[config.mk]
export PLATFORM = sky130hd
export DESIGN_NAME = ehba_arbiter
export DESIGN_NICKNAME = d
export VERILOG_FILES = /design/src/rtl/ehba_pkg.sv /design/src/rtl/ehba_arbiter.sv
export VERILOG_INCLUDE_DIRS = /design/src /design/src/rtl
export SDC_FILE = /design/constraint.sdc
export NUM_CORES = 1
export LEC_CHECK = 0
export ABC_AREA = 0
export BUFFER_PORTS_ARGS = -buffer_cell sky130_fd_sc_hd__clkbuf_2
export CORE_MARGIN = 8
export CORE_UTILIZATION = 25
export CTS_CLUSTER_DIAMETER = 120
export CTS_CLUSTER_SIZE = 10
export DETAILED_ROUTE_END_ITERATION = 8
export MAX_ROUTING_LAYER = met4
export PLACE_DENSITY = 0.53
export SLEW_MARGIN = 30
export SYNTH_ARGS = -nofsm -noshare
export SYNTH_HDL_FRONTEND = slang
export SYNTH_SLANG_ARGS = --single-unit
[constraint.sdc]
create_clock -name sys_clk -period 1.9 [get_ports sys_clk]
set_input_delay 0.095 -clock sys_clk [delete_from_list [all_inputs] [get_ports sys_clk]]
set_output_delay 0.095 -clock sys_clk [all_outputs]
set_load 0.005 [all_outputs]
[src/rtl/ehba_defs.svh]
// constant definitions for the external bus hold arbiter
`ifndef EHBA_DEFS_SVH
`define EHBA_DEFS_SVH
`define EHBA_NREQ        5
`define EHBA_IDX_HOLD    0
`define EHBA_IDX_DMA     1
`define EHBA_IDX_OPND    2
`define EHBA_IDX_BRF     3
`define EHBA_IDX_SEQF    4
`define EHBA_ST_IDLE     5'h01
`define EHBA_ST_CYCLE    5'h02
`define EHBA_ST_LOCKGAP  5'h04
`define EHBA_ST_HOLD     5'h08
`define EHBA_ST_SLEEP    5'h10
`define EHBA_SYNC_IDLE   2'h3
`endif

[src/rtl/ehba_pkg.sv]
// types for the external bus hold arbiter
`include "ehba_defs.svh"
package ehba_pkg;
    // arbiter states, one-hot
    typedef enum logic [4:0] {
        EHBA_IDLE    = `EHBA_ST_IDLE,
        EHBA_CYCLE   = `EHBA_ST_CYCLE,
        EHBA_LOCKGAP = `EHBA_ST_LOCKGAP,
        EHBA_HOLD    = `EHBA_ST_HOLD,
        EHBA_SLEEP   = `EHBA_ST_SLEEP
    } ehba_state_t;

    // power mode inputs
    typedef struct packed {
        logic stop_mode;
        logic light_sleep_mode_one;
        logic light_sleep_mode_two;
        logic halt_mode;
    } ehba_pwr_t;

    // internal bus requests; lock_next marks that another access of the same sequence follows
    typedef struct packed {
        logic dma_req;
        logic opnd_req;
        logic opnd_lock_next;
        logic opnd_rmw_read;
        logic brf_req;
        logic seqf_req;
        logic cycle_done;
    } ehba_req_t;

    // grants to internal masters
    typedef struct packed {
        logic dma_gnt;
        logic opnd_gnt;
        logic brf_gnt;
        logic seqf_gnt;
    } ehba_gnt_t;

    // whole state of the arbiter
    typedef struct packed {
        ehba_state_t state;
        logic [1:0]  rq_sync;
        logic        grant_n;
        logic        bus_oe;
        ehba_gnt_t   gnt;
        logic        lock;
        logic        rmw;
        logic        stall;
    } ehba_regs_t;
endpackage : ehba_pkg

[src/rtl/ehba_arbiter.sv]
// external bus hold arbiter with fixed priority and lock handling
// How it works
// - hold pins act only in alternate function
// - request low floats address and data bus
// - request high resumes driving the bus
// - internal memory execution continues during hold
// - grant low for whole hold state
// - no hold inside multiple-access sequence
// - 16-bit bus sizing sequences stay unbroken
// - 8-bit bus splits locked, no hold
// - no hold between bit-op read, write
// - no hold entered in stop or sleep modes
// - halt mode enters, leaves hold directly
// - priority: hold, dma, operand, branch, sequential
// - fetch allowed between read and write
// - sizing split blocks fetch and hold
`timescale 1ns/1ps
`default_nettype none
`include "ehba_defs.svh"
module ehba_arbiter
    import ehba_pkg::*;
(
    input  wire logic      sys_clk,
    input  wire logic      nrst,
    input  wire logic      clk_en,
    input  wire logic      bus_hold_request_n,
    input  wire logic      port_cm_bit_two,
    input  wire logic      port_cm_bit_three,
    input  wire ehba_pwr_t pwr,
    input  wire ehba_req_t req,
    input  wire logic      cpu_ext_access,
    output logic           bus_hold_grant_n,
    output logic           bus_hold_grant_oe,
    output logic           ext_bus_oe,
    output ehba_gnt_t      gnt,
    output logic           cpu_stall
);
    ehba_regs_t r_q;      // registered state
    ehba_regs_t r_d;      // next state
    logic       hold_req; // qualified, synchronised request
    logic       pins_alt; // both pins in alternate function
    logic       asleep;   // system clock stopped
    logic       any_int;  // some internal master wants bus

    // qualifiers read by the state machine
    // the raw pin is never read here, only the second sync flop,
    // so a metastable first stage cannot reach the decode
    always_comb begin
        pins_alt = port_cm_bit_two & port_cm_bit_three;
        asleep   = pwr.stop_mode | pwr.light_sleep_mode_one | pwr.light_sleep_mode_two;
        hold_req = pins_alt & ~r_q.rq_sync[1];
        any_int  = req.dma_req | req.opnd_req | req.brf_req | req.seqf_req;
    end

    // next-state logic for the whole arbiter
    // one pass builds the whole next state; the register below
    // takes it only while clk_en is high
    always_comb begin
        r_d = r_q;
        r_d.rq_sync = {r_q.rq_sync[0], bus_hold_request_n};
        r_d.gnt     = '0;
        case (r_q.state)
            EHBA_IDLE: begin
                // hold is checked before any internal master
                if (asleep) begin
                    r_d.state = EHBA_SLEEP;
                end else if (hold_req) begin
                    r_d.state = EHBA_HOLD;
                end else if (any_int) begin
                    r_d.state = EHBA_CYCLE;
                    if (req.dma_req) begin
                        r_d.gnt.dma_gnt = 1'b1;
                    end else if (req.opnd_req) begin
                        r_d.gnt.opnd_gnt = 1'b1;
                        r_d.lock = req.opnd_lock_next;
                        r_d.rmw  = req.opnd_rmw_read;
                    end else if (req.brf_req) begin
                        r_d.gnt.brf_gnt = 1'b1;
                    end else begin
                        r_d.gnt.seqf_gnt = 1'b1;
                    end
                end
            end
            EHBA_CYCLE: begin
                // a hold seen now waits; the access in flight finishes first
                r_d.gnt = r_q.gnt; // grant stands until cycle ends
                if (req.cycle_done) begin
                    r_d.gnt = '0;
                    r_d.state = (r_q.lock | r_q.rmw) ? EHBA_LOCKGAP : EHBA_IDLE;
                end
            end
            EHBA_LOCKGAP: begin
                // in a split only the operand continues, in a bit-op gap fetch may too; hold waits
                // a dropped locked request parks the bus here; the cpu
                // always completes its split, so this costs nothing in use
                if (r_q.lock) begin
                    if (req.opnd_req) begin
                        r_d.state        = EHBA_CYCLE;
                        r_d.gnt.opnd_gnt = 1'b1;
                        r_d.lock         = req.opnd_lock_next;
                        r_d.rmw          = req.opnd_rmw_read & r_q.rmw;
                    end
                end else if (req.opnd_req) begin
                    r_d.state        = EHBA_CYCLE;
                    r_d.gnt.opnd_gnt = 1'b1;
                    r_d.rmw          = 1'b0;
                    r_d.lock         = req.opnd_lock_next;
                end else if (req.brf_req | req.seqf_req) begin
                    r_d.state = EHBA_CYCLE;
                    r_d.gnt.brf_gnt  = req.brf_req;
                    r_d.gnt.seqf_gnt = ~req.brf_req;
                end
            end
            EHBA_HOLD: begin
                // internal grants stay cleared; masters wait at their requests
                // halt or run: leave when request drops
                if (~hold_req) begin
                    r_d.state = EHBA_IDLE;
                end
            end
            EHBA_SLEEP: begin
                // clock stopped: nothing is granted, a pending hold waits
                if (~asleep) begin
                    r_d.state = EHBA_IDLE;
                end
            end
            default: r_d.state = EHBA_IDLE;
        endcase
        r_d.bus_oe  = (r_d.state != EHBA_HOLD);
        r_d.grant_n = ~(r_d.state == EHBA_HOLD);
        // stall only for external or peripheral
        r_d.stall   = (r_d.state == EHBA_HOLD) & cpu_ext_access;
    end

    // state register, frozen while clock enable low
    always_ff @(posedge sys_clk or negedge nrst) begin
        if (!nrst) begin
            // reset leaves the bus driven and the grant pin released
            r_q         <= '0;
            r_q.state   <= EHBA_IDLE;
            r_q.rq_sync <= `EHBA_SYNC_IDLE;
            r_q.grant_n <= 1'h1;
            r_q.bus_oe  <= 1'h1;
        end else if (clk_en) begin
            r_q <= r_d;
        end
    end

    // pins only driven in alternate function
    // separate flop so the pin enable follows the port mode setting
    always_ff @(posedge sys_clk or negedge nrst) begin
        if (!nrst) begin
            bus_hold_grant_oe <= 1'b0;
        end else if (clk_en) begin
            bus_hold_grant_oe <= pins_alt;
        end
    end

    // outputs are plain copies of flops, no decode in between,
    // which keeps pin timing independent of the request logic
    always_comb begin
        bus_hold_grant_n = r_q.grant_n;
        ext_bus_oe       = r_q.bus_oe;
        gnt              = r_q.gnt;
        cpu_stall        = r_q.stall;
    end
endmodule : ehba_arbiter
`default_nettype wire

==> results of run 1 <==
[per-layer routing]
layer,vias to the layer above,global-route usage [%],wire length (um)
met5,-,-,0
met2,25,12.2,1040
met1,411,9.21,1070
li1,427,-,-
met4,0,1.70,8
met3,2,2.65,99
[cell usage after synthesis (all sizes together)]
master,count
nor4b,1
or3,1
a21o,2
o22ai,2
dfrtp,12
inv,4
buf,6
clkbuf,2
a22o,1
a2111oi,1
o41ai,1
o21a,1
nor3,4
o31ai,2
mux2i,1
nand2b,2
a22oi,1
a21oi,7
nor2b,1
xor2,1
o32ai,1
o21ai,5
nand3b,2
nor2,15
dfstp,4
and3b,1
nand3,6
a32o,1
or4,1
and3,2
nand2,8
mux2,5
a211oi,1
[sequential cells by signal, summed over array words and instances (netlist names), named ones only]
register and cells:
gnt 4, r_d 1, r_q 7, cpu_stall 1
bus_hold_grant_n 1, bus_hold_grant_oe 1
[logic make-up (layout without fill, tap and decap cells)]
logic type | count (synthesis) | after routing | synth area share (%)
muxes | 6 | 6 | 7.01
xor gates and xnor gates | 1 | 1 | 0.926
buffers and inverters | 12 | 38 | 6.88
AOI/OAI and AO/OA | 26 | 26 | 19.3
DFF | 16 | 16 | 42.9
and+or+nand+nor | 44 | 44 | 23.0
[stage by stage]
step / area [sq um] / util (%) / std cells / worst slack, ns
6_report: 1180 / 32.3 / 179 / 0.0504
5_1_grt: 1180 / 32.3 / 179 / 0.000608
4_1_cts: 1170 / 32.0 / 178 / 0.0204
3_5_place_dp: 1110 / 30.2 / 173 / 0.00430
3_3_place_gp: 1110 / 30.2 / 173 / 0.0225
2_1_floorplan: 946 / - / 105 / 0.0368
[what timing repair did]
| item | in CTS | in global routing |
|---|---|---|
| hold buffers | 1 | 0 |
| pin swaps | 1 | 2 |
| resized for setup | 0 | 2 |
| buffers inserted | 0 | 1 |
| setup endpoints to repair | 1 | 1 |
| endpoints found under the hold margin | 12 | 0 |
[worst paths after layout]
path | start | endpoint | cells past startpoint
worst max-delay path | r_q[10] | flop | 4
worst min-delay path | req[2] | gnt[0] | 2
min in group asynchronous | nrst | bus_hold_grant_oe | 2
worst max register to register | r_q[10] | flop | 4
worst min register to register | gnt[1] | gnt[1] | 2
max in group asynchronous | nrst | bus_hold_grant_n | 2
[layout make-up]
class,count,area [sq um]
Fill cell,394,2480
Multi-Input combinational cell,77,480
Sequential cell,16,405
Timing Repair Buffer,30,168
Tap cell,48,60.1
Clock buffer,4,55.1
Inverter,4,15.0
[layout by cell type (no fill, tap or decap)]
master / netlist / layout
a21o_1: 1 / 1
dlygate4sd3_1: 0 / 1
buf_4: 5 / 5
nand2b_1: 2 / 2
a21oi_1: 6 / 6
a22o_1: 1 / 1
o41ai_1: 1 / 1
or4_4: 1 / 1
mux2_2: 5 / 4
o21ai_1: 2 / 2
and3b_2: 0 / 1
nand3_1: 6 / 6
and3_1: 2 / 2
mux2_4: 0 / 1
clkbuf_8: 0 / 4
dfstp_2: 4 / 4
nor3_1: 4 / 4
or3_1: 1 / 1
o21ai_0: 3 / 3
dfrtp_1: 12 / 12
nor2b_1: 1 / 1
a22oi_1: 1 / 1
a21oi_4: 1 / 1
inv_1: 4 / 4
a211oi_1: 1 / 1
nand3b_1: 2 / 2
o22ai_1: 2 / 2
xor2_1: 1 / 1
nor2_1: 15 / 15
clkbuf_2: 0 / 24
o32ai_1: 1 / 1
a32o_1: 1 / 1
a2111oi_0: 1 / 1
o21a_1: 1 / 1
nand2_1: 8 / 8
nor4b_1: 1 / 1
o31ai_1: 2 / 2
a21o_2: 1 / 1
mux2i_1: 1 / 1
[report_power, final]
| part | internal (mW) | leakage, nW | switching (mW) |
|---|---|---|---|
| clock network | 0.184 | 0.0288 | 0.119 |
| logic | 0.151 | 0.311 | 0.153 |
| registers | 0.402 | 0.204 | 0.0671 |
| total | 0.736 | 0.544 | 0.339 |
==> results.md, run 1 <==
* Via Count at approximately 870
* Peak supply drop at about 0.46 mV
* PwrDens at just over 900 nW/um^2
* H-tree depth at 1
* Sequential cell area fraction in the yosys report at a little over two fifths
* CP required at around 2 ns
* Hold violation count in the final report at 0
* Critical Path End Type: flop
* Num ports at 26
* Total Routed Length at 2230 um
* CTS Buf Count at 3
* Clk_skew at 0.00105 ns
* Worst-Margin Slew at 0.440 ns
* Synthesis-stage register bit count at 16
* Clk sinks at 16
* Power Total at 1.08 mW
* R2R setup slack at a little over 0.05 ns
* Max_slew headroom at between 70% and 80%
* Worst EP arrival at about 2 ns
* Leakage at approximately 0.54 nW
* Cells along the critical path: and3b_2 > or4_4 > a21oi_4 > mux2_4
* Top post-synthesis cells by area: dfrtp_1, dfstp_2, mux2_2
* Peak Freq at around 540 MHz
* Ant diodes at 0
* Number of routed nets with antenna violations at 0
* Initial antenna violation count at 0
* Vias in the first global route at 853
* Input/output buffers at 24
* HP Class: input port to flop
* Vias per cell at between 4 and 5
* Total track usage at under 10%
* Synth warn at 0
* CP max-delay cell: dfstp_2
* NumNets Final at 150
* RePlAce Congestion at between 0.8 and 0.9
* First-pass GRT wire length at approximately 3800 um
* Setup-failing EPs final at 0
* Clk_lat worst skew at 0.25 ns
* Max Cap Viol at 0
* GRT overflow at 0
* Synth unique cells at 37
* Crit path max-delay family: simple AND/OR/NAND/NOR gates
* RSZ-0062 raised after global routing: false
* Post-layout min period at around 1.8 ns
* Setup TNS at 0 ns
* Die Area at 6010 sq um
* Crit path buf inv count at 0
* Share of cells above drive strength 1 at 35.1%
* CP Launch Type: flop
* Rows at 22
* Wire per inst at 12.4 um
* Worst-path clk slew at about 0.060 ns
* Outcome: finished clean
* WHS at roughly 0.049 ns
* Crit share post-route at a little over nine tenths
* Post-synth top area cell: dfrtp_1
* Post-route DRC at 0
* Syn Nets at around 120
* Pin count of the biggest net entering global routing at 17
* Crit path max fanout at 3
* Fin. max-slew vios at 0
* Synth top area share at between 30% and 40%
* Dpl hpwl at around 1800 um
* Initial core utilization at about a quarter
* Synthesized area at roughly 950 sq um
* Die Height at 77.5 um
* Die W at a little under 80 um
* Post-synthesis area per instance at 9.01 sq um
* Area Overhead vs Synth at 25.1%
* Longest Clk Path Bufs at 2
* Router iterations before antenna repair at 4
* Root Buffer: clkbuf_8
* Setup Crit Path Kind: flop to flop
* Initial DRC Count at 40
* CTS tree: yes
* Slowest stage delay, CP at ~0.53 ns
* Core area at 3660 sq um
* Post-Syn Instances at approximately 110
No activity file was read; power rests on OpenSTA's default activity.
==> run 2, diff against run 1 <==
--- a/config.mk
+++ b/config.mk
@@ -11,9 +11,7 @@
 export CORE_MARGIN = 8
 export CORE_UTILIZATION = 25
 export CTS_CLUSTER_DIAMETER = 120
-export CTS_CLUSTER_SIZE = 10
 export DETAILED_ROUTE_END_ITERATION = 8
-export MAX_ROUTING_LAYER = met4
 export PLACE_DENSITY = 0.53
 export SLEW_MARGIN = 30
 export SYNTH_ARGS = -nofsm -noshare
==> results.md, run 2 (same netlist as run 1, synthesis figures left out) <==
* Core area at 3660 sq um (unchanged)
* Crit path buf inv count at 0 (unchanged)
* Via Count at 865 (unchanged)
* Hold Startpoint: req[2]
* Critical Path End Type: flop
* Vias in the first global route at 851 (-0.23%)
* Worst-path clk slew at 0.06 ns (about the same)
* Slowest stage delay, CP at 0.53 ns (about the same)
* Peak supply drop at 0.461 mV (about the same)
* Router iterations before antenna repair at 4 (unchanged)
* Setup Crit Path Kind: flop to flop
* Crit path max-delay family: simple AND/OR/NAND/NOR gates
* Placed cell count at 173 (unchanged)
* Ant diodes at 0 (unchanged)
* Total track usage at 7.49% (-0.22 points)
* Max Cap Viol at 0 (unchanged)
* Initial core utilization at 25.8% (unchanged)
* Largest register FFs at 7 (unchanged)
* Setup-failing EPs final at 0 (unchanged)
* First-pass GRT wire length at 3780 um (unchanged)
* Dpl hpwl at 1780 um (unchanged)
* CP Launch Type: flop
* Total Routed Length at 2230 um (+0.22%)
* Root Buffer: clkbuf_8
* RSZ-0062 raised after global routing: false
* Clk_skew at 0.00116 ns (+0.000104 ns)
* CP startpoint: r_q[10]
* R2R setup slack at 0.05 ns (about the same)
* Max_slew headroom at 70.5% (about the same)
* H-tree depth at 1 (unchanged)
* RePlAce Congestion at 0.791 (-1.4%)
* CP max-delay cell: dfstp_2
* Die Area at 6010 sq um (unchanged)
* Die Height at 77.5 um (unchanged)
* Post-route DRC at 0 (unchanged)
* Outcome: finished clean
* Longest Clk Path Bufs at 2 (unchanged)
* Num ports at 26 (unchanged)
* Cells along the critical path: and3b_2 > or4_4 > a21oi_4 > mux2_4
* Vias per cell at 4.83 (unchanged)
* CTS tree: yes
* Clk_lat worst skew at 0.25 ns (about the same)
* Worst-Margin Slew at 0.439 ns (-0.000197 ns)
* GRT overflow at 0 (unchanged)
* Setup TNS at 0 ns (unchanged)
* Input/output buffers at 24 (unchanged)
* HP Class: input port to flop
* Most frequent cells in the layout: clkbuf_2, nor2_1, dfrtp_1
* CTS Buf Count at 3 (unchanged)
* CP required at 2.04 ns (about the same)
* R2R cell count at 4 (unchanged)
* Post-route insts no fill at 179 (unchanged)
* NumNets Final at 150 (unchanged)
* Share of cells above drive strength 1 at 35.1% (unchanged)
* Fin. max-slew vios at 0 (unchanged)
* Pin count of the biggest net entering global routing at 17 (unchanged)
* Rows at 22 (unchanged)
* Worst EP arrival at 1.99 ns (about the same)
* R2R Path Start: r_q[10]
* Commonest non-fill, non-tap cell in the layout: clkbuf_2
* Area Overhead vs Synth at 25.1% (unchanged)
* Post-layout min period at 1.85 ns (+0.0000105 ns)
* Initial antenna violation count at 0 (unchanged)
* WHS at 0.0489 ns (+0.000187 ns)
* Leakage at 0.544 nW (unchanged)
* Initial DRC Count at 40 (unchanged)
* Hold violation count in the final report at 0 (unchanged)
* Crit path max fanout at 3 (unchanged)
* Peak Freq at 541 MHz (about the same)
* Clk sinks at 16 (unchanged)
* WP depth at 4 (unchanged)
* PwrDens at 909 nW/um^2 (about the same)
* Largest Register: r_q
* Wire per inst at 12.5 um (+0.22%)
* Number of routed nets with antenna violations at 0 (unchanged)
* Die W at 77.5 um (unchanged)
* Crit share post-route at 97.4% (about the same)
run 2: cell type report:
| cell class | instances | area [sq um] |
|---|---|---|
| well taps | 48 | 60.1 |
| inverters | 4 | 15.0 |
| clock buffers | 4 | 55.1 |
| fillers | 394 | 2480 |
| multi-input cells | 77 | 480 |
| repair buffers | 30 | 168 |
| flip-flops and latches | 16 | 405 |
run 2: how the worst min path moves through the flow:
stage                   endpoint  slack [ns]  cells after the start
4_1_cts                   gnt[0]        0.05                      2
2_1_floorplan          async pin       -0.20                      0
6_report                  gnt[0]        0.05                      2
3_3_place_gp   bus_hold_grant_oe        0.04                      1
5_1_grt                   gnt[0]        0.05                      2
3_5_place_dp   bus_hold_grant_oe        0.05                      1
run 2: per-stage QoR:
step / power [mW] / setup WS (ns) / utilization (%) / cell area [sq um]
global route: 1.15 / 0.000608 / 32.3 / 1180
finish: 1.08 / 0.0503 / 32.3 / 1180
detailed placement: 0.768 / 0.00430 / 30.2 / 1110
global placement: 0.764 / 0.0225 / 30.2 / 1110
floorplan: 0.676 / 0.0368 / - / 946
CTS: 1.08 / 0.0204 / 32.0 / 1170
run 2: routing by layer:
layer	wire, um	share of wire (%)	track usage [%]	vias to the layer above
met5	0	0	0	-
met4	8	0.36	1.70	0
met3	109	4.9	2.76	2
met2	1040	47	12.2	25
met1	1070	48	9.15	411
li1	-	-	-	427
run 2: repair_timing:
| item | 4_1_cts | 5_1_grt |
|---|---|---|
| pin swaps | 1 | 2 |
| endpoints found under the hold margin | 12 | 0 |
| gates cloned | 0 | 0 |
| buffers inserted | 0 | 1 |
| hold buffers | 1 | 0 |
| gates resized for setup | 0 | 2 |
| setup endpoints to repair | 1 | 1 |
run 2: where the power goes:
part / switching, mW / internal (mW)
Sequential: 0.0670 / 0.402
Clock: 0.119 / 0.184
Combinational: 0.154 / 0.151
